### src/hw/fepcp_pkg.sv
// constants, code groups and helpers for the fast ethernet phy coding path
package fepcp_pkg;

	// clock and 10 Mb/s manchester timing
	localparam int CLK_MHZ        = 125;
	localparam int MAN_MID_MIN_NS = 75;
	localparam int MAN_MID_MIN_CYC = (MAN_MID_MIN_NS * CLK_MHZ + 999) / 1000;
	localparam int MAN_IDLE_NS    = 200;
	localparam int MAN_IDLE_CYC   = MAN_IDLE_NS * CLK_MHZ / 1000;
	localparam int MAN_LOCK_EDGES = 8;

	// 100 Mb/s and timing tick counts
	localparam int GRP_LAST       = 4;
	localparam int DSC_LOCK_BITS  = 60;
	localparam int DIV3_LAST      = 2;
	localparam int DIV10_STEP     = 2;
	localparam int DIV10_MOD      = 25;
	localparam int RX_CLK_HIGH    = 2;

	// reset values
	localparam logic [10:0] LFSR_RST = 11'h7ff;

	// code groups, leftmost bit sent first
	localparam logic [4:0] CG_IDLE = 5'h1f;
	localparam logic [4:0] CG_J    = 5'h18;
	localparam logic [4:0] CG_K    = 5'h11;
	localparam logic [4:0] CG_T    = 5'h0d;
	localparam logic [4:0] CG_R    = 5'h07;
	localparam logic [4:0] CG_HALT = 5'h04;
	localparam logic [9:0] CG_JK   = 10'h311;

	// line levels
	localparam logic [1:0] MLT_ZERO  = 2'h0;
	localparam logic [1:0] MLT_PLUS  = 2'h1;
	localparam logic [1:0] MLT_MINUS = 2'h3;

	typedef enum logic [3:0] {
		TX_IDLE = 4'h1,
		TX_K    = 4'h2,
		TX_DATA = 4'h4,
		TX_R    = 4'h8
	} fepcp_tx_state_type;

	// x^11 + x^9 + 1 key bit
	function automatic logic fepcp_key(input logic [10:0] l);
		return l[10] ^ l[8];
	endfunction

	function automatic logic [4:0] fepcp_enc(input logic [3:0] n);
		logic [4:0] g;
		unique case (n)
			4'h0: g = 5'h1e;
			4'h1: g = 5'h09;
			4'h2: g = 5'h14;
			4'h3: g = 5'h15;
			4'h4: g = 5'h0a;
			4'h5: g = 5'h0b;
			4'h6: g = 5'h0e;
			4'h7: g = 5'h0f;
			4'h8: g = 5'h12;
			4'h9: g = 5'h13;
			4'ha: g = 5'h16;
			4'hb: g = 5'h17;
			4'hc: g = 5'h1a;
			4'hd: g = 5'h1b;
			4'he: g = 5'h1c;
			4'hf: g = 5'h1d;
		endcase
		return g;
	endfunction

	// {valid, nibble}
	function automatic logic [4:0] fepcp_dec(input logic [4:0] g);
		logic [4:0] r;
		r = 5'h00;
		for (int i = 0; i < 16; i++) begin
			if (fepcp_enc(4'(i)) == g) begin
				r = {1'b1, 4'(i)};
			end
		end
		return r;
	endfunction

endpackage

### src/hw/fepcp_core.sv
// fast ethernet phy coding path: 4b5b, scrambler, nrzi/mlt3, manchester rx
`timescale 1ns/10ps
module fepcp_core (
	// clock and reset
	input  wire logic       I_CLK,
	input  wire logic       I_ARST_N,
	// mode
	input  wire logic       I_SPEED100,
	// mii transmit
	input  wire logic [3:0] I_TXD,
	input  wire logic       I_TX_EN,
	input  wire logic       I_TX_ER,
	output logic            O_TX_NIB_STB,
	// line
	output logic      [1:0] O_TX_MLT3,
	input  wire logic [1:0] I_RX_MLT3,
	input  wire logic       I_RX_MAN,
	input  wire logic       I_RX_SQUELCH_OK,
	// mii receive
	output logic            O_RX_CLK,
	output logic      [3:0] O_RXD,
	output logic            O_RX_DV,
	output logic            O_RX_ER,
	output logic            O_RX_NIB_STB,
	output logic            O_RX_LOCK,
	// timing ticks
	output logic            O_TICK_83,
	output logic            O_TICK_41,
	output logic            O_TICK_25,
	output logic            O_TICK_10
);

	// timing dividers
	logic [2:0] c5_reg;
	logic [1:0] c3_reg;
	logic [4:0] acc10_reg;
	wire        c5_last   = c5_reg == 3'(fepcp_pkg::GRP_LAST);
	wire  [2:0] c5_next   = c5_last ? 3'h0 : 3'(c5_reg + 3'h1);
	wire        c3_last   = c3_reg == 2'(fepcp_pkg::DIV3_LAST);
	wire  [4:0] acc10_sum = 5'(acc10_reg + 5'(fepcp_pkg::DIV10_STEP));
	wire        wrap10    = acc10_sum >= 5'(fepcp_pkg::DIV10_MOD);
	wire  [4:0] acc10_next = wrap10 ? 5'(acc10_sum - 5'(fepcp_pkg::DIV10_MOD)) : acc10_sum;

	always_ff @(posedge I_CLK or negedge I_ARST_N) begin
		if (!I_ARST_N) begin
			c5_reg    <= 3'h0;
			c3_reg    <= 2'h0;
			acc10_reg <= 5'h00;
			O_TICK_83 <= 1'b0;
			O_TICK_41 <= 1'b0;
			O_TICK_25 <= 1'b0;
			O_TICK_10 <= 1'b0;
			O_RX_CLK  <= 1'b0;
		end else begin
			c5_reg    <= c5_next;
			c3_reg    <= c3_last ? 2'h0 : 2'(c3_reg + 2'h1);
			acc10_reg <= acc10_next;
			O_TICK_83 <= !c3_last;
			O_TICK_41 <= c3_last;
			O_TICK_25 <= c5_last;
			O_TICK_10 <= wrap10;
			// high on counts 1..2: first pulse after reset is full width
			O_RX_CLK  <= c5_next != 3'h0 && c5_next <= 3'(fepcp_pkg::RX_CLK_HIGH);
		end
	end

	// transmit coding
	fepcp_pkg::fepcp_tx_state_type tx_state_reg, tx_state_next;
	logic [4:0]  tx_group;
	logic [4:0]  sh_reg;
	logic [10:0] lfsr_reg;
	logic        nrzi_reg;
	logic [1:0]  mlt_ph_reg;
	wire         tx_load   = c5_last;
	wire         lfsr_key  = fepcp_pkg::fepcp_key(lfsr_reg);
	wire         tx_scr    = sh_reg[4] ^ (I_SPEED100 & lfsr_key);
	wire         nrzi_next = nrzi_reg ^ tx_scr;
	wire  [1:0]  mlt_ph_next = 2'(mlt_ph_reg + {1'b0, nrzi_next != nrzi_reg});
	wire  [1:0]  mlt_level = !mlt_ph_reg[0] ? fepcp_pkg::MLT_ZERO :
	                         mlt_ph_reg[1] ? fepcp_pkg::MLT_MINUS : fepcp_pkg::MLT_PLUS;

	always_comb begin
		tx_state_next = tx_state_reg;
		tx_group      = fepcp_pkg::CG_IDLE;
		unique case (tx_state_reg)
			fepcp_pkg::TX_IDLE: begin
				if (I_TX_EN) begin
					tx_group      = fepcp_pkg::CG_J;
					tx_state_next = fepcp_pkg::TX_K;
				end
			end
			fepcp_pkg::TX_K: begin
				tx_group      = fepcp_pkg::CG_K;
				tx_state_next = fepcp_pkg::TX_DATA;
			end
			fepcp_pkg::TX_DATA: begin
				if (I_TX_EN) begin
					tx_group = I_TX_ER ? fepcp_pkg::CG_HALT : fepcp_pkg::fepcp_enc(I_TXD);
				end else begin
					tx_group      = fepcp_pkg::CG_T;
					tx_state_next = fepcp_pkg::TX_R;
				end
			end
			fepcp_pkg::TX_R: begin
				tx_group      = fepcp_pkg::CG_R;
				tx_state_next = fepcp_pkg::TX_IDLE;
			end
			default: begin
				tx_state_next = fepcp_pkg::TX_IDLE;
			end
		endcase
	end

	always_ff @(posedge I_CLK or negedge I_ARST_N) begin
		if (!I_ARST_N) begin
			tx_state_reg <= fepcp_pkg::TX_IDLE;
			sh_reg       <= fepcp_pkg::CG_IDLE;
			lfsr_reg     <= fepcp_pkg::LFSR_RST;
			nrzi_reg     <= 1'b0;
			mlt_ph_reg   <= 2'h0;
			O_TX_MLT3    <= fepcp_pkg::MLT_ZERO;
			O_TX_NIB_STB <= 1'b0;
		end else begin
			if (!I_SPEED100) begin
				tx_state_reg <= fepcp_pkg::TX_IDLE;
			end else if (tx_load) begin
				tx_state_reg <= tx_state_next;
			end
			sh_reg       <= tx_load ? tx_group : {sh_reg[3:0], 1'b0};
			lfsr_reg     <= {lfsr_reg[9:0], lfsr_key};
			nrzi_reg     <= nrzi_next;
			mlt_ph_reg   <= mlt_ph_next;
			O_TX_MLT3    <= I_SPEED100 ? mlt_level : fepcp_pkg::MLT_ZERO;
			O_TX_NIB_STB <= I_SPEED100 && c5_reg == 3'(fepcp_pkg::GRP_LAST - 1);
		end
	end

	// 100 Mb/s receive
	logic [1:0]  rx_mlt_m_reg, rx_mlt_s_reg;
	logic        rx_nrzi_d_reg;
	logic [10:0] dsc_reg;
	logic [5:0]  dsc_cnt_reg;
	logic        dsc_lock_reg;
	logic [9:0]  win_reg;
	logic        frame_reg, rx100_dv_reg, rx100_er_reg, rx100_stb_reg;
	logic [2:0]  grp_reg;
	logic [3:0]  rx100_nib_reg;
	wire         rx_nrzi   = |rx_mlt_s_reg;
	wire         rx_nrz    = rx_nrzi ^ rx_nrzi_d_reg;
	wire         dsc_key   = fepcp_pkg::fepcp_key(dsc_reg);
	wire         dsc_match = dsc_key == !rx_nrz;
	wire         dsc_hit   = dsc_match && dsc_cnt_reg == 6'(fepcp_pkg::DSC_LOCK_BITS - 1);
	wire         rx_plain  = rx_nrz ^ dsc_key;
	wire  [9:0]  win_next  = {win_reg[8:0], rx_plain};
	wire         jk_seen   = dsc_lock_reg && !frame_reg && win_next == fepcp_pkg::CG_JK;
	wire         grp_done  = frame_reg && grp_reg == 3'(fepcp_pkg::GRP_LAST);
	wire  [4:0]  grp_dec   = fepcp_pkg::fepcp_dec(win_next[4:0]);
	wire         grp_end   = win_next[4:0] == fepcp_pkg::CG_T ||
	                         win_next[4:0] == fepcp_pkg::CG_IDLE;
	wire         frame_next = dsc_lock_reg && (jk_seen || (frame_reg && !(grp_done && grp_end)));

	always_ff @(posedge I_CLK or negedge I_ARST_N) begin
		if (!I_ARST_N) begin
			rx_mlt_m_reg  <= 2'h0;
			rx_mlt_s_reg  <= 2'h0;
			rx_nrzi_d_reg <= 1'b0;
			dsc_reg       <= fepcp_pkg::LFSR_RST;
			dsc_cnt_reg   <= 6'h00;
			dsc_lock_reg  <= 1'b0;
			win_reg       <= 10'h000;
			frame_reg     <= 1'b0;
			grp_reg       <= 3'h0;
			rx100_dv_reg  <= 1'b0;
			rx100_er_reg  <= 1'b0;
			rx100_stb_reg <= 1'b0;
			rx100_nib_reg <= 4'h0;
		end else begin
			rx_mlt_m_reg  <= I_RX_MLT3;
			rx_mlt_s_reg  <= rx_mlt_m_reg;
			rx_nrzi_d_reg <= rx_nrzi;
			if (!dsc_lock_reg) begin
				dsc_reg     <= {dsc_reg[9:0], !rx_nrz};
				dsc_cnt_reg <= dsc_match ? 6'(dsc_cnt_reg + 6'h01) : 6'h00;
			end else begin
				dsc_reg <= {dsc_reg[9:0], dsc_key};
			end
			dsc_lock_reg  <= I_SPEED100 && (dsc_lock_reg || dsc_hit);
			win_reg       <= win_next;
			frame_reg     <= frame_next;
			grp_reg       <= (jk_seen || grp_done) ? 3'h0 : 3'(grp_reg + 3'h1);
			rx100_stb_reg <= grp_done && !grp_end;
			rx100_er_reg  <= grp_done && !grp_end && !grp_dec[4];
			rx100_dv_reg  <= frame_next && (rx100_dv_reg || (grp_done && !grp_end));
			if (grp_done) begin
				rx100_nib_reg <= grp_dec[3:0];
			end
		end
	end

	// 10 Mb/s manchester receive
	logic       man_m_reg, man_s_reg, man_d_reg, sq_m_reg, sq_s_reg;
	logic [4:0] ten_since_reg;
	logic [3:0] ten_edges_reg;
	logic [1:0] ten_bitc_reg;
	logic [3:0] ten_sh_reg;
	logic       ten_lock_reg, ten_dv_reg, ten_stb_reg;
	wire        ten_edge  = man_s_reg ^ man_d_reg;
	wire        ten_mid   = ten_lock_reg && ten_edge &&
	                        ten_since_reg >= 5'(fepcp_pkg::MAN_MID_MIN_CYC);
	wire        ten_clear = !sq_s_reg || I_SPEED100 ||
	                        ten_since_reg == 5'(fepcp_pkg::MAN_IDLE_CYC);
	wire        ten_lock_next = !ten_clear && (ten_lock_reg || (ten_edge &&
	                        ten_edges_reg == 4'(fepcp_pkg::MAN_LOCK_EDGES - 1)));
	wire        ten_full  = ten_mid && ten_bitc_reg == 2'h3;

	always_ff @(posedge I_CLK or negedge I_ARST_N) begin
		if (!I_ARST_N) begin
			man_m_reg     <= 1'b0;
			man_s_reg     <= 1'b0;
			man_d_reg     <= 1'b0;
			sq_m_reg      <= 1'b0;
			sq_s_reg      <= 1'b0;
			ten_since_reg <= 5'h00;
			ten_edges_reg <= 4'h0;
			ten_bitc_reg  <= 2'h0;
			ten_sh_reg    <= 4'h0;
			ten_lock_reg  <= 1'b0;
			ten_dv_reg    <= 1'b0;
			ten_stb_reg   <= 1'b0;
		end else begin
			man_m_reg    <= I_RX_MAN;
			man_s_reg    <= man_m_reg;
			man_d_reg    <= man_s_reg;
			sq_m_reg     <= I_RX_SQUELCH_OK;
			sq_s_reg     <= sq_m_reg;
			ten_lock_reg <= ten_lock_next;
			ten_stb_reg  <= ten_full;
			ten_dv_reg   <= ten_lock_next && (ten_dv_reg || ten_full);
			if (ten_clear) begin
				ten_since_reg <= 5'h00;
				ten_edges_reg <= 4'h0;
				ten_bitc_reg  <= 2'h0;
			end else begin
				// mid-bit edge restarts the bit timer
				ten_since_reg <= (ten_mid || (!ten_lock_reg && ten_edge)) ? 5'h00 :
				                 5'(ten_since_reg + 5'h01);
				if (!ten_lock_reg && ten_edge) begin
					ten_edges_reg <= 4'(ten_edges_reg + 4'h1);
				end
				if (ten_mid) begin
					ten_sh_reg   <= {man_s_reg, ten_sh_reg[3:1]};
					ten_bitc_reg <= 2'(ten_bitc_reg + 2'h1);
				end
			end
		end
	end

	// mii receive outputs
	always_ff @(posedge I_CLK or negedge I_ARST_N) begin
		if (!I_ARST_N) begin
			O_RXD        <= 4'h0;
			O_RX_DV      <= 1'b0;
			O_RX_ER      <= 1'b0;
			O_RX_NIB_STB <= 1'b0;
			O_RX_LOCK    <= 1'b0;
		end else begin
			O_RXD        <= I_SPEED100 ? rx100_nib_reg : ten_sh_reg;
			O_RX_DV      <= I_SPEED100 ? rx100_dv_reg : ten_dv_reg;
			O_RX_ER      <= I_SPEED100 && rx100_er_reg;
			O_RX_NIB_STB <= I_SPEED100 ? rx100_stb_reg : ten_stb_reg;
			O_RX_LOCK    <= I_SPEED100 ? dsc_lock_reg : ten_lock_reg;
		end
	end
endmodule

### config.mk
export PLATFORM = sky130hd
export DESIGN_NAME = fepcp_core
export DESIGN_NICKNAME = d
export VERILOG_FILES = /design/src/hw/fepcp_pkg.sv /design/src/hw/fepcp_core.sv
export SDC_FILE = /design/constraint.sdc
export NUM_CORES = 1
export LEC_CHECK = 0
export BUFFER_PORTS_ARGS = -buffer_cell sky130_fd_sc_hd__buf_2
export CAP_MARGIN = 0
export CORE_AREA = 3 3 146 148
export CTS_CLUSTER_DIAMETER = 80
export DETAILED_ROUTE_END_ITERATION = 10
export DIE_AREA = 0 0 149 151
export MAX_ROUTING_LAYER = met4
export PLACE_DENSITY = 0.48
export SYNTH_ARGS = -nofsm -noshare
export SYNTH_HDL_FRONTEND = slang
export SYNTH_SLANG_ARGS = --single-unit
### constraint.sdc
create_clock -name I_CLK -period 3.5 [get_ports I_CLK]
set_input_delay 0.35 -clock I_CLK [delete_from_list [all_inputs] [get_ports I_CLK]]
set_output_delay 0.35 -clock I_CLK [all_outputs]
set_load 0.01 [all_outputs]
==> impl_results.html, run 1 <==
<table>
<tr><th>Metric</th><th>Value</th></tr>
<tr><th colspan="2">Logic synthesis</th></tr>
<tr><td>Main flop type after synthesis</td><td>sky130_fd_sc_hd__dfrtp_1</td></tr>
<tr><td>Total number of yosys warnings</td><td>0</td></tr>
<tr><td>EDFF count, synth</td><td>0</td></tr>
<tr><td>Count of distinct cell types in the synthesized netlist</td><td>57</td></tr>
<tr><td>Area share of the largest cell type after synthesis</td><td>47.0%</td></tr>
<tr><td>Synthesized net count</td><td>399</td></tr>
<tr><td>Most frequent cells after synthesis</td><td>sky130_fd_sc_hd__dfrtp_1, sky130_fd_sc_hd__nor2_1, sky130_fd_sc_hd__dfstp_2</td></tr>
<tr><td>Cells taking the most area after synthesis</td><td>sky130_fd_sc_hd__dfrtp_1, sky130_fd_sc_hd__dfstp_2, sky130_fd_sc_hd__ha_1</td></tr>
<tr><td>Post-synthesis async set-or-reset flop share</td><td>100%</td></tr>
<tr><td>Summed instance area of the synthesized netlist</td><td>4580 sq um</td></tr>
<tr><td>Mean cell area of the mapped netlist</td><td>12.4 sq um</td></tr>
<tr><td>Synth Register Bits</td><td>114</td></tr>
<tr><td>Library cell occupying the most area in the post-synthesis netlist</td><td>sky130_fd_sc_hd__dfrtp_1</td></tr>
<tr><td>Sequential share of the synthesized area</td><td>63.1%</td></tr>
<tr><td>Count leader, synth</td><td>sky130_fd_sc_hd__dfrtp_1</td></tr>
<tr><td>Cell count after synthesis</td><td>369</td></tr>
<tr><th colspan="2">Clock tree</th></tr>
<tr><td>Buffer cell driving the clock tree root</td><td>sky130_fd_sc_hd__clkbuf_16</td></tr>
<tr><td>Clock-pin slew on the worst setup and hold paths</td><td>0.06 ns</td></tr>
<tr><td>TritonCTS buffer count</td><td>17</td></tr>
<tr><td>CTS tree</td><td>yes</td></tr>
<tr><td>Cells resized by post-CTS repair</td><td>0</td></tr>
<tr><td>Clock sink count</td><td>114</td></tr>
<tr><td>H-tree depth</td><td>4</td></tr>
<tr><td>Number of setup buffers added after CTS</td><td>0</td></tr>
<tr><td>Worst-case clock buffer depth</td><td>2</td></tr>
<tr><td>Number of buffers inserted for hold repair after clock tree synthesis</td><td>0</td></tr>
<tr><td>Clk_lat worst skew</td><td>0.42 ns</td></tr>
<tr><th colspan="2">Power and ir drop</th></tr>
<tr><td>Worst vdd rail ir drop</td><td>0.326 mV</td></tr>
<tr><td>Power density over the cells</td><td>601 nW/um^2</td></tr>
<tr><td>Leakage</td><td>2.55 nW</td></tr>
<tr><th colspan="2">Worst setup path</th></tr>
<tr><td>Highest net fanout along the worst path</td><td>15</td></tr>
<tr><td>Sort of element at the start of the critical path</td><td>register</td></tr>
<tr><td>Critical Setup Path Class</td><td>register to register</td></tr>
<tr><td>Signal arrival time at the worst endpoint</td><td>2.29 ns</td></tr>
<tr><td>Kind of capture point of the worst setup path</td><td>register</td></tr>
<tr><td>Required time reported for the critical path endpoint</td><td>3.78 ns</td></tr>
<tr><th colspan="2">Drt</th></tr>
<tr><td>Remaining antenna violation count</td><td>0</td></tr>
<tr><td>Ratio of routed vias to standard cells</td><td>4.02</td></tr>
<tr><td>DR pass1 iterations</td><td>4</td></tr>
<tr><td>DR iter-0 viols</td><td>92</td></tr>
<tr><td>Vias</td><td>2781</td></tr>
<tr><td>Final routed DRC violation total</td><td>0</td></tr>
<tr><td>Routed len/inst</td><td>11.9 microns</td></tr>
<tr><td>Detailed-route wire length</td><td>8230 microns</td></tr>
<tr><th colspan="2">Timing</th></tr>
<tr><td>RSZ-0062 raised after global routing</td><td>false</td></tr>
<tr><td>Final cycle utilization of the critical path</td><td>57.4%</td></tr>
<tr><td>Post-route minimum period</td><td>2.01 ns</td></tr>
<tr><td>Clock Skews</td><td>0.00883 ns</td></tr>
<tr><td>Upper clock frequency limit</td><td>498 MHz</td></tr>
<tr><td>Number of slew-limit violations in the final report</td><td>0</td></tr>
<tr><td>Total Neg Setup Slack</td><td>0 ns</td></tr>
<tr><td>Relative slew margins</td><td>49.2%</td></tr>
<tr><td>Fin. Hold Viols</td><td>6</td></tr>
<tr><td>Slew at the pin with the worst max-slew slack</td><td>0.752 ns</td></tr>
<tr><td>Setup violators final</td><td>0</td></tr>
<tr><td>Worst hold slack</td><td>-0.00363 ns</td></tr>
<tr><th colspan="2">Floorplanning</th></tr>
<tr><td>Initial Utilization</td><td>22.7%</td></tr>
<tr><td>Die footprint</td><td>22500 sq um</td></tr>
<tr><td>I/O pin cnt</td><td>29</td></tr>
<tr><td>DIE HEIGHT</td><td>151 microns</td></tr>
<tr><td>Area of the core region</td><td>20200 sq um</td></tr>
<tr><td>Placement Rows</td><td>52</td></tr>
<tr><td>Die outline width</td><td>149 microns</td></tr>
<tr><th colspan="2">Global routing</th></tr>
<tr><td>Overall routing resource usage</td><td>8.21%</td></tr>
<tr><td>Global-route wire length before repair</td><td>14000 microns</td></tr>
<tr><td>Largest net degree at the start of global routing</td><td>61</td></tr>
<tr><td>Number of antenna violations at the first check in global routing</td><td>0</td></tr>
<tr><td>Via count of the first global-routing pass</td><td>2890</td></tr>
<tr><td>GRT overflow</td><td>0</td></tr>
<tr><th colspan="2">Cells and area</th></tr>
<tr><td>Layout overhead on the synthesized area</td><td>22.9%</td></tr>
<tr><td>Total of fill cells in the finished design</td><td>2098</td></tr>
<tr><td>Multi-input combinational cell area</td><td>1580 sq um</td></tr>
<tr><td>Total number of nets in the final design</td><td>438</td></tr>
<tr><td>Share of cells above drive strength 1</td><td>25.7%</td></tr>
<tr><td>ANT cells</td><td>0</td></tr>
<tr><td>Sequential cell area</td><td>2890 sq um</td></tr>
<tr><th colspan="2">Placement</th></tr>
<tr><td>Routability cong.</td><td>0.756</td></tr>
<tr><td>Placed wire-length estimate after detailed placement</td><td>5460 microns</td></tr>
<tr><td>Number of buffers inserted by port buffering</td><td>28</td></tr>
<tr><th colspan="2">Outcome</th></tr>
<tr><td>Result of the run</td><td>complete, but fails checks</td></tr>
<tr><td>Failing checks</td><td>hold timing</td></tr>
<tr><th colspan="2">Flow run</th></tr>
<tr><td>Max-capacitance violation count</td><td>0</td></tr>
<tr><th colspan="2">Min path</th></tr>
<tr><td>Min-delay worst type</td><td>input pin to asynchronous set/reset pin</td></tr>
</table>
==> area by class of cell <==
class	instances	area share [%]
multi-input combinational	225	28.0
inverter	21	1.40
sequential	114	51.3
clock buffer	21	8.54
tap	270	6.00
clock inverter	11	1.87
timing repair buffer	29	2.89
==> routing by layer <==
layer  up-vias  routed length (microns)  GRT usage (%)
li1       1333                        -              -
met1      1392                     3860           9.96
met2        39                     3850           12.0
met3        17                      366           2.96
met4         0                      146           4.26
met5         -                        0              -
==> worst paths after layout <==
check	from	to	slack, ns	cells past startpoint
worst max-delay path	dsc_reg[8]	grp_reg[2]	1.49	4
worst min-delay path	I_ARST_N	O_TX_MLT3[1]	-0.004	1
worst max register to register	dsc_reg[8]	grp_reg[2]	1.49	4
worst min register to register	sq_m_reg	sq_s_reg	0.35	0
max in group asynchronous	I_ARST_N	dsc_reg[9]	2.73	2
min in group I_CLK	I_RX_SQUELCH_OK	sq_m_reg	0.04	1
==> through the flow <==
stage | utilization, % | setup slack, ns | total power, W | cell area [sq um] | instances
global route | 27.9 | 1.30 | 0.00355 | 5630 | 691
CTS | 27.9 | 1.45 | 0.00345 | 5630 | 691
global placement | 25.0 | 1.54 | 0.00174 | 5040 | 659
detailed placement | 25.0 | 1.48 | 0.00175 | 5040 | 659
floorplan | - | 1.79 | 0.00166 | 4580 | 369
finish | 27.9 | 1.49 | 0.00339 | 5630 | 691
==> kinds of logic (layout without fill, tap and decap cells) <==
kind of cell / after synthesis / after routing / share of synthesized area, %
AOI/OAI and AO/OA: 50 / 50 / 7.76
xor gates and xnor gates: 28 / 28 / 5.82
adders and majority gates: 17 / 17 / 4.64
buffers and inverters: 30 / 82 / 2.51
DFF: 114 / 114 / 63.1
muxes: 14 / 14 / 3.36
and+or+nand+nor: 116 / 116 / 12.8
==> cells in the final DEF, fill, tap and decap left out, types with 13 or more instances in the layout <==
cell type / n
sky130_fd_sc_hd__nand2_1: 21
sky130_fd_sc_hd__dfstp_2: 28
sky130_fd_sc_hd__buf_2: 27
sky130_fd_sc_hd__clkbuf_16: 17
sky130_fd_sc_hd__xnor2_1: 13
sky130_fd_sc_hd__xor2_1: 13
sky130_fd_sc_hd__inv_1: 21
sky130_fd_sc_hd__ha_1: 17
sky130_fd_sc_hd__nor2_1: 40
sky130_fd_sc_hd__dfrtp_1: 86
==> where the power goes <==
group	switching, W	total (W)	internal, W	leakage, nW
clock network	0.000615	0.00167	0.00105	0.277
registers	0.0000747	0.00149	0.00142	1.40
logic	0.000134	0.000228	0.0000939	0.867
total	0.000824	0.00339	0.00256	2.55
==> critical path: stages, from the launching register on <==
cell and delay, ns:
sky130_fd_sc_hd__dfstp_2 0.56, sky130_fd_sc_hd__xnor2_2 0.14, sky130_fd_sc_hd__xnor3_1 0.56, sky130_fd_sc_hd__nor4_1 0.51, sky130_fd_sc_hd__nor3_1 0.10
Note: power is estimated with default switching activity, not from simulation.
==> run 2: changes to the inputs <==
--- a/config.mk
+++ b/config.mk
@@ -12,7 +12,7 @@
 export DETAILED_ROUTE_END_ITERATION = 10
 export DIE_AREA = 0 0 149 151
 export MAX_ROUTING_LAYER = met4
-export PLACE_DENSITY = 0.48
+export PLACE_DENSITY = 0.49
 export SYNTH_ARGS = -nofsm -noshare
 export SYNTH_HDL_FRONTEND = slang
 export SYNTH_SLANG_ARGS = --single-unit
==> constraint.sdc (replaced) <==
create_clock -name I_CLK -period 1.63 [get_ports I_CLK]
set_input_delay 0.163 -clock I_CLK [delete_from_list [all_inputs] [get_ports I_CLK]]
set_output_delay 0.163 -clock I_CLK [all_outputs]
set_load 0.01 [all_outputs]
==> impl_results.html, run 2 (synthesized netlist as in run 1, its figures left out) <==
<table>
<tr><th>Metric</th><th>Value</th></tr>
<tr><th colspan="2">Placement</th></tr>
<tr><td>Routability cong.</td><td>0.753</td></tr>
<tr><td>Placed wire-length estimate after detailed placement</td><td>5580 microns</td></tr>
<tr><td>Number of buffers inserted by port buffering</td><td>28</td></tr>
<tr><th colspan="2">Drt</th></tr>
<tr><td>Detailed-route wire length</td><td>8340 microns</td></tr>
<tr><td>Remaining antenna violation count</td><td>0</td></tr>
<tr><td>Ratio of routed vias to standard cells</td><td>4.00</td></tr>
<tr><td>Final routed DRC violation total</td><td>0</td></tr>
<tr><td>DR iter-0 viols</td><td>79</td></tr>
<tr><td>Routed len/inst</td><td>11.6 microns</td></tr>
<tr><td>DR pass1 iterations</td><td>4</td></tr>
<tr><td>Vias</td><td>2871</td></tr>
<tr><th colspan="2">Cells and area</th></tr>
<tr><td>ANT cells</td><td>0</td></tr>
<tr><td>Highest-count cells in the layout ignoring fill and taps</td><td>sky130_fd_sc_hd__dfrtp_1, sky130_fd_sc_hd__nor2_1, sky130_fd_sc_hd__dfstp_2</td></tr>
<tr><td>Post-route core utilization</td><td>29.3%</td></tr>
<tr><td>Layout overhead on the synthesized area</td><td>28.9%</td></tr>
<tr><td>Commonest non-fill, non-tap cell in the layout</td><td>sky130_fd_sc_hd__dfrtp_1</td></tr>
<tr><td>Total number of nets in the final design</td><td>464</td></tr>
<tr><td>Share of cells above drive strength 1</td><td>32.0%</td></tr>
<tr><th colspan="2">Worst setup path</th></tr>
<tr><td>List of cells traversed by the critical path</td><td>xnor2_2 -&gt; xnor3_2 -&gt; or3_4 -&gt; a211oi_2</td></tr>
<tr><td>Critical path's slowest cell</td><td>sky130_fd_sc_hd__dfstp_2</td></tr>
<tr><td>Highest net fanout along the worst path</td><td>4</td></tr>
<tr><td>Critical Setup Path Class</td><td>register to register</td></tr>
<tr><td>CP delay by family, top</td><td>flip-flops</td></tr>
<tr><td>Source of the worst register-to-register timing path</td><td>dsc_reg[8]</td></tr>
<tr><td>Register-to-register setup slack</td><td>-0.03 ns</td></tr>
<tr><td>FF-to-FF path depth</td><td>4</td></tr>
<tr><td>Sort of element at the start of the critical path</td><td>register</td></tr>
<tr><td>Capture point of the critical path</td><td>rx100_dv_reg</td></tr>
<tr><td>Kind of capture point of the worst setup path</td><td>register</td></tr>
<tr><td>End of the worst register-to-register path</td><td>rx100_dv_reg</td></tr>
<tr><td>Critical Path Max Stage Delay</td><td>0.55 ns</td></tr>
<tr><td>Required time reported for the critical path endpoint</td><td>1.96 ns</td></tr>
<tr><td>Signal arrival time at the worst endpoint</td><td>1.99 ns</td></tr>
<tr><td>Source of the critical timing path</td><td>dsc_reg[8]</td></tr>
<tr><td>Instance count on the critical path</td><td>4</td></tr>
<tr><td>Critical path buffers and inverters</td><td>0</td></tr>
<tr><th colspan="2">Timing</th></tr>
<tr><td>Setup violators final</td><td>2</td></tr>
<tr><td>Relative slew margins</td><td>71.4%</td></tr>
<tr><td>RSZ-0062 raised after global routing</td><td>true</td></tr>
<tr><td>Upper clock frequency limit</td><td>604 MHz</td></tr>
<tr><td>Post-route minimum period</td><td>1.66 ns</td></tr>
<tr><td>Slew at the pin with the worst max-slew slack</td><td>0.429 ns</td></tr>
<tr><td>Number of slew-limit violations in the final report</td><td>0</td></tr>
<tr><td>Fin. Hold Viols</td><td>0</td></tr>
<tr><td>Final cycle utilization of the critical path</td><td>102%</td></tr>
<tr><td>Final worst setup slack</td><td>-0.0261 ns</td></tr>
<tr><td>Clock Skews</td><td>0.00434 ns</td></tr>
<tr><th colspan="2">Clock tree</th></tr>
<tr><td>H-tree depth</td><td>4</td></tr>
<tr><td>Buffer cell driving the clock tree root</td><td>sky130_fd_sc_hd__clkbuf_16</td></tr>
<tr><td>TritonCTS buffer count</td><td>17</td></tr>
<tr><td>Clk_lat worst skew</td><td>0.41 ns</td></tr>
<tr><td>Clock-pin slew on the worst setup and hold paths</td><td>0.06 ns</td></tr>
<tr><td>CTS tree</td><td>yes</td></tr>
<tr><td>Worst-case clock buffer depth</td><td>2</td></tr>
<tr><td>Clock sink count</td><td>114</td></tr>
<tr><th colspan="2">Global routing</th></tr>
<tr><td>GRT overflow</td><td>0</td></tr>
<tr><td>Number of antenna violations at the first check in global routing</td><td>0</td></tr>
<tr><td>Overall routing resource usage</td><td>8.44%</td></tr>
<tr><td>Largest net degree at the start of global routing</td><td>67</td></tr>
<tr><td>Via count of the first global-routing pass</td><td>2999</td></tr>
<tr><td>Global-route wire length before repair</td><td>14500 microns</td></tr>
<tr><th colspan="2">Floorplanning</th></tr>
<tr><td>Die footprint</td><td>22500 sq um</td></tr>
<tr><td>I/O pin cnt</td><td>29</td></tr>
<tr><td>Die outline width</td><td>149 microns</td></tr>
<tr><td>Placement Rows</td><td>52</td></tr>
<tr><td>Area of the core region</td><td>20200 sq um</td></tr>
<tr><td>Initial Utilization</td><td>22.7%</td></tr>
<tr><td>DIE HEIGHT</td><td>151 microns</td></tr>
<tr><th colspan="2">Outcome</th></tr>
<tr><td>Failing checks</td><td>setup timing</td></tr>
<tr><td>Result of the run</td><td>complete, but fails checks</td></tr>
<tr><th colspan="2">Power and ir drop</th></tr>
<tr><td>Cell internal power dissipation</td><td>0.00530 W</td></tr>
<tr><td>Leakage</td><td>2.68 nW</td></tr>
<tr><td>Power share of the combinational group</td><td>8.9%</td></tr>
<tr><td>Power density over the cells</td><td>1210 nW/um^2</td></tr>
<tr><td>Switching part of the total</td><td>26.0%</td></tr>
<tr><td>Worst vdd rail ir drop</td><td>0.709 mV</td></tr>
<tr><td>P_sw</td><td>0.00187 W</td></tr>
<tr><td>Final total power</td><td>0.00717 W</td></tr>
<tr><td>Clock share of power</td><td>47.0%</td></tr>
<tr><td>Sequential share of power</td><td>44.2%</td></tr>
<tr><th colspan="2">Min path</th></tr>
<tr><td>Min-delay worst type</td><td>input pin to register</td></tr>
<tr><th colspan="2">Flow run</th></tr>
<tr><td>Max-capacitance violation count</td><td>0</td></tr>
</table>
[run 2: changes by cell type in the layout (fill, tap and decap cells not counted), sizes merged]
cell and change:
clkinv +2, buf +21, dlygate4sd3 +5, clkbuf -3
bufinv -1, inv +2
[run 2: worst min-delay path, cell delays in order]
cell and delay [ns]:
sky130_fd_sc_hd__buf_2 0.09, sky130_fd_sc_hd__inv_1 0.08, sky130_fd_sc_hd__nor2_1 0.11
[run 2: repair_timing]
item,4_1_cts,5_1_grt
gates cloned,0,0
resized for setup,4,14
endpoints found under the setup margin,11,19
pin swaps,1,0
hold endpoints to repair,90,0
hold buffers,5,0
buffers inserted,0,1
[run 2: metal layers]
layer / routed length [microns] / track usage [%]
met2: 3890 / 12.4
met3: 366 / 3.29
met1: 3950 / 10.4
met5: 0 / -
met4: 142 / 3.43
[run 2: area by class of cell]
class | instances | area (sq um)
Fill cell | 2078 | 14300
Timing Repair Buffer | 55 | 387
Tap cell | 270 | 338
Inverter | 21 | 78.8
Multi-Input combinational cell | 225 | 1660
Clock inverter | 14 | 110
Sequential cell | 114 | 2890
Clock buffer | 18 | 439
[run 2: worst min-delay path by stage]
stage                          start               to  slack [ns]  depth (start not counted)
after CTS                 I_SPEED100  tx_state_reg[2]        0.05                          3
after global placement      I_ARST_N     O_TX_NIB_STB        0.20                          2
after global routing      I_SPEED100  tx_state_reg[3]        0.08                          3
final                     I_SPEED100  tx_state_reg[3]        0.07                          3
after floorplan             I_ARST_N         O_RXD[0]       -0.13                          0
after detailed placement    I_ARST_N        c5_reg[1]        0.20                          2
[run 2: power by group through the flow]
stage	combinational, W	sequential (W)	clock, W
2_1_floorplan	0.000363	0.00319	0
3_3_place_gp	0.000576	0.00321	0
3_5_place_dp	0.000592	0.00321	0
4_1_cts	0.000622	0.00317	0.00346
5_1_grt	0.000726	0.00320	0.00362
6_report	0.000636	0.00317	0.00337
[run 2: metrics by stage]
step | hold slack (ns) | worst slack, ns | instances | setup TNS, ns | instance area [sq um]
final | 0.0723 | -0.0261 | 717 | -0.0299 | 5900
after floorplan | -0.133 | 0.00245 | 369 | 0 | 4580
after CTS | 0.0535 | -0.0404 | 716 | -0.0637 | 5830
after global routing | 0.0806 | -0.105 | 717 | -0.482 | 5900
after global placement | 0.196 | -0.0528 | 679 | -0.161 | 5210
after detailed placement | 0.199 | -0.0816 | 679 | -0.378 | 5210
==> run 3: changes to the inputs <==
--- a/config.mk
+++ b/config.mk
@@ -5,6 +5,7 @@
 export SDC_FILE = /design/constraint.sdc
 export NUM_CORES = 1
 export LEC_CHECK = 0
+export ABC_AREA = 1
 export BUFFER_PORTS_ARGS = -buffer_cell sky130_fd_sc_hd__buf_2
 export CAP_MARGIN = 0
 export CORE_AREA = 3 3 146 148
@@ -13,6 +14,7 @@
 export DIE_AREA = 0 0 149 151
 export MAX_ROUTING_LAYER = met4
 export PLACE_DENSITY = 0.49
+export REMOVE_ABC_BUFFERS = 1
 export SYNTH_ARGS = -nofsm -noshare
 export SYNTH_HDL_FRONTEND = slang
 export SYNTH_SLANG_ARGS = --single-unit
==> impl_results.html, run 3 <==
<table>
<tr><th>Metric</th><th>Value</th></tr>
<tr><th colspan="2">Drt</th></tr>
<tr><td>Routed met2 length</td><td>3850 microns</td></tr>
<tr><td>DR pass1 iterations</td><td>4</td></tr>
<tr><td>Routed wl met3</td><td>443 microns</td></tr>
<tr><td>Detailed-route wire length</td><td>8560 microns</td></tr>
<tr><td>Routed len/inst</td><td>10.8 microns</td></tr>
<tr><td>Remaining antenna violation count</td><td>0</td></tr>
<tr><td>Vias</td><td>3168</td></tr>
<tr><td>Final routed DRC violation total</td><td>0</td></tr>
<tr><td>DR iter-0 viols</td><td>164</td></tr>
<tr><td>Met1 wire length</td><td>4080 microns</td></tr>
<tr><td>Ratio of routed vias to standard cells</td><td>4.01</td></tr>
<tr><td>Highest signal layer in the routed design</td><td>met4</td></tr>
<tr><th colspan="2">Timing</th></tr>
<tr><td>Number of slew-limit violations in the final report</td><td>0</td></tr>
<tr><td>Worst hold slack</td><td>0.0859 ns</td></tr>
<tr><td>Setup violators final</td><td>0</td></tr>
<tr><td>Final worst setup slack</td><td>0.138 ns</td></tr>
<tr><td>Clock Skews</td><td>0.00603 ns</td></tr>
<tr><td>Upper clock frequency limit</td><td>670 MHz</td></tr>
<tr><td>Fin. Hold Viols</td><td>0</td></tr>
<tr><td>Total Neg Setup Slack</td><td>0 ns</td></tr>
<tr><td>Relative slew margins</td><td>72.3%</td></tr>
<tr><td>RSZ-0062 raised after global routing</td><td>false</td></tr>
<tr><td>Post-route minimum period</td><td>1.49 ns</td></tr>
<tr><td>Slew at the pin with the worst max-slew slack</td><td>0.416 ns</td></tr>
<tr><td>Final cycle utilization of the critical path</td><td>91.5%</td></tr>
<tr><th colspan="2">Worst setup path</th></tr>
<tr><td>List of cells traversed by the critical path</td><td>ha_1 -&gt; xor2_2 -&gt; o21ai_2 -&gt; nor2_4 -&gt; nand3b_1 -&gt; o21a_1 -&gt; inv_1</td></tr>
<tr><td>Critical Path Max Stage Delay</td><td>0.45 ns</td></tr>
<tr><td>Source of the worst register-to-register timing path</td><td>acc10_reg[1]</td></tr>
<tr><td>Critical path's slowest cell</td><td>sky130_fd_sc_hd__dfrtp_2</td></tr>
<tr><td>End of the worst register-to-register path</td><td>acc10_reg[4]</td></tr>
<tr><td>Sort of element at the start of the critical path</td><td>register</td></tr>
<tr><td>Critical Setup Path Class</td><td>register to register</td></tr>
<tr><td>Kind of capture point of the worst setup path</td><td>register</td></tr>
<tr><td>CP delay by family, top</td><td>flip-flops</td></tr>
<tr><td>Register-to-register setup slack</td><td>0.14 ns</td></tr>
<tr><td>Highest net fanout along the worst path</td><td>6</td></tr>
<tr><td>FF-to-FF path depth</td><td>7</td></tr>
<tr><td>Critical path buffers and inverters</td><td>1</td></tr>
<tr><td>Required time reported for the critical path endpoint</td><td>1.97 ns</td></tr>
<tr><td>Signal arrival time at the worst endpoint</td><td>1.83 ns</td></tr>
<tr><th colspan="2">Cells and area</th></tr>
<tr><td>ANT cells</td><td>0</td></tr>
<tr><td>Sequential cell area</td><td>2890 sq um</td></tr>
<tr><td>Post-route core utilization</td><td>28.9%</td></tr>
<tr><td>Multi-input combinational cell area</td><td>1470 sq um</td></tr>
<tr><td>Total number of nets in the final design</td><td>538</td></tr>
<tr><td>Highest-count cells in the layout ignoring fill and taps</td><td>sky130_fd_sc_hd__dfrtp_1, sky130_fd_sc_hd__nand2_1, sky130_fd_sc_hd__inv_1</td></tr>
<tr><td>Commonest non-fill, non-tap cell in the layout</td><td>sky130_fd_sc_hd__dfrtp_1</td></tr>
<tr><td>Total of fill cells in the finished design</td><td>2078</td></tr>
<tr><td>Layout overhead on the synthesized area</td><td>26.8%</td></tr>
<tr><td>Share of cells above drive strength 1</td><td>22.5%</td></tr>
<tr><th colspan="2">Logic synthesis</th></tr>
<tr><td>Summed instance area of the synthesized netlist</td><td>4600 sq um</td></tr>
<tr><td>Synth Register Bits</td><td>114</td></tr>
<tr><td>Total number of yosys warnings</td><td>0</td></tr>
<tr><td>EDFF count, synth</td><td>0</td></tr>
<tr><td>Main flop type after synthesis</td><td>sky130_fd_sc_hd__dfrtp_1</td></tr>
<tr><td>Cell count after synthesis</td><td>449</td></tr>
<tr><td>Library cell occupying the most area in the post-synthesis netlist</td><td>sky130_fd_sc_hd__dfrtp_1</td></tr>
<tr><td>Post-synthesis async set-or-reset flop share</td><td>100%</td></tr>
<tr><td>Sequential share of the synthesized area</td><td>62.8%</td></tr>
<tr><td>Mean cell area of the mapped netlist</td><td>10.2 sq um</td></tr>
<tr><td>Most frequent cells after synthesis</td><td>sky130_fd_sc_hd__dfrtp_1, sky130_fd_sc_hd__nand2_1, sky130_fd_sc_hd__inv_1</td></tr>
<tr><td>Count leader, synth</td><td>sky130_fd_sc_hd__dfrtp_1</td></tr>
<tr><td>Count of distinct cell types in the synthesized netlist</td><td>42</td></tr>
<tr><td>Area share of the largest cell type after synthesis</td><td>46.8%</td></tr>
<tr><td>Cells taking the most area after synthesis</td><td>sky130_fd_sc_hd__dfrtp_1, sky130_fd_sc_hd__dfstp_2, sky130_fd_sc_hd__nand2_1</td></tr>
<tr><th colspan="2">Global routing</th></tr>
<tr><td>Number of antenna violations at the first check in global routing</td><td>0</td></tr>
<tr><td>Overall routing resource usage</td><td>8.89%</td></tr>
<tr><td>GRT overflow</td><td>0</td></tr>
<tr><td>Largest net degree at the start of global routing</td><td>49</td></tr>
<tr><td>Global-route wire length before repair</td><td>15200 microns</td></tr>
<tr><td>Via count of the first global-routing pass</td><td>3277</td></tr>
<tr><th colspan="2">Placement</th></tr>
<tr><td>Placed wire-length estimate after detailed placement</td><td>5910 microns</td></tr>
<tr><td>Number of buffers inserted by port buffering</td><td>28</td></tr>
<tr><td>Routability cong.</td><td>0.796</td></tr>
<tr><td>Post-Place Setup Slack</td><td>0.0298 ns</td></tr>
<tr><th colspan="2">Floorplanning</th></tr>
<tr><td>Area of the core region</td><td>20200 sq um</td></tr>
<tr><td>Placement Rows</td><td>52</td></tr>
<tr><td>Die outline width</td><td>149 microns</td></tr>
<tr><td>Initial Utilization</td><td>22.8%</td></tr>
<tr><td>I/O pin cnt</td><td>29</td></tr>
<tr><td>Die footprint</td><td>22500 sq um</td></tr>
<tr><td>DIE HEIGHT</td><td>151 microns</td></tr>
<tr><th colspan="2">Power and ir drop</th></tr>
<tr><td>Power density over the cells</td><td>1210 nW/um^2</td></tr>
<tr><td>Leakage</td><td>2.88 nW</td></tr>
<tr><td>Worst vdd rail ir drop</td><td>0.588 mV</td></tr>
<tr><th colspan="2">Clock tree</th></tr>
<tr><td>TritonCTS buffer count</td><td>17</td></tr>
<tr><td>Clock-pin slew on the worst setup and hold paths</td><td>0.05 ns</td></tr>
<tr><td>Buffer cell driving the clock tree root</td><td>sky130_fd_sc_hd__clkbuf_16</td></tr>
<tr><td>Clk_lat worst skew</td><td>0.40 ns</td></tr>
<tr><td>Clock sink count</td><td>114</td></tr>
<tr><td>CTS tree</td><td>yes</td></tr>
<tr><td>H-tree depth</td><td>4</td></tr>
<tr><td>Worst-case clock buffer depth</td><td>2</td></tr>
<tr><th colspan="2">Min path</th></tr>
<tr><td>Min-delay worst type</td><td>input pin to register</td></tr>
<tr><td>Worst hold start</td><td>I_TX_ER</td></tr>
<tr><td>Hold path endpoint</td><td>sh_reg[1]</td></tr>
<tr><td>Worst hold path stage count</td><td>4</td></tr>
<tr><th colspan="2">Flow run</th></tr>
<tr><td>Max-capacitance violation count</td><td>0</td></tr>
<tr><th colspan="2">Outcome</th></tr>
<tr><td>Result of the run</td><td>finished clean</td></tr>
</table>
-- run 3: kinds of logic (layout without fill, tap and decap cells) --
group | Yosys count | in the layout | share of synthesized area (%)
AOI/OAI and AO/OA | 52 | 52 | 7.02
xor gates and xnor gates | 12 | 12 | 2.29
adders and majority gates | 17 | 17 | 4.62
buffers and inverters | 73 | 145 | 6.07
DFF | 114 | 114 | 62.8
muxes | 1 | 1 | 0.218
and+or+nand+nor | 180 | 180 | 17.0
-- run 3: worst register-to-register path: cells and delay by family, from the launching register on --
kind,cells,cell delay [ns]
AOI/OAI and AO/OA,2,0.21
buffers and inverters,1,0.05
xor gates and xnor gates,1,0.17
DFF,1,0.45
and+or+nand+nor,2,0.29
adders and majority gates,1,0.27
-- run 3: worst max path at each step --
stage | slack, ns | to | startpoint | cells after the start
after CTS | 0.02 | acc10_reg[4] | acc10_reg[1] | 7
after global routing | 0.02 | ten_sh_reg[0] | ten_since_reg[0] | 9
after floorplan | 0.15 | acc10_reg[4] | acc10_reg[1] | 7
after global placement | 0.10 | acc10_reg[4] | acc10_reg[1] | 7
final | 0.14 | acc10_reg[4] | acc10_reg[1] | 7
after detailed placement | 0.03 | acc10_reg[4] | acc10_reg[1] | 7
-- run 3: per-layer routing --
| metal | vias to the layer above | track usage, % |
|---|---|---|
| li1 | 1546 | - |
| met1 | 1528 | 11.0 |
| met2 | 79 | 12.8 |
| met3 | 15 | 3.14 |
| met4 | 0 | 4.62 |
| met5 | - | - |
-- run 3: final cells by class --
type / instances / area share (%)
clock buffers: 23 / 8.20
clock inverters: 9 / 1.80
inverters: 70 / 4.51
multi-input cells: 262 / 25.1
flip-flops and latches: 114 / 49.5
well taps: 270 / 5.79
repair buffers: 43 / 5.02
-- run 3: what timing repair did --
action / 4_1_cts / 5_1_grt
gates resized for setup: 0 / 10
endpoints found under the hold margin: 22 / 0
setup buffers: 0 / 1
hold buffers: 5 / 0
setup endpoints to repair: 0 / 13
-- run 3: power breakdown --
part	total (W)	leakage (nW)	switching (W)	internal (W)
clock network	0.00360	0.275	0.00124	0.00236
registers	0.00307	1.39	0.0000839	0.00299
logic	0.000400	1.22	0.000260	0.000139
total	0.00707	2.88	0.00159	0.00549
-- run 3: per-stage QoR --
| stage | std cells | total power (W) | area, sq um |
|---|---|---|---|
| 2_1_floorplan | 446 | 0.00332 | 4580 |
| 3_3_place_gp | 753 | 0.00350 | 5160 |
| 3_5_place_dp | 753 | 0.00351 | 5160 |
| 4_1_cts | 790 | 0.00720 | 5790 |
| 5_1_grt | 791 | 0.00744 | 5830 |
| 6_report | 791 | 0.00707 | 5830 |
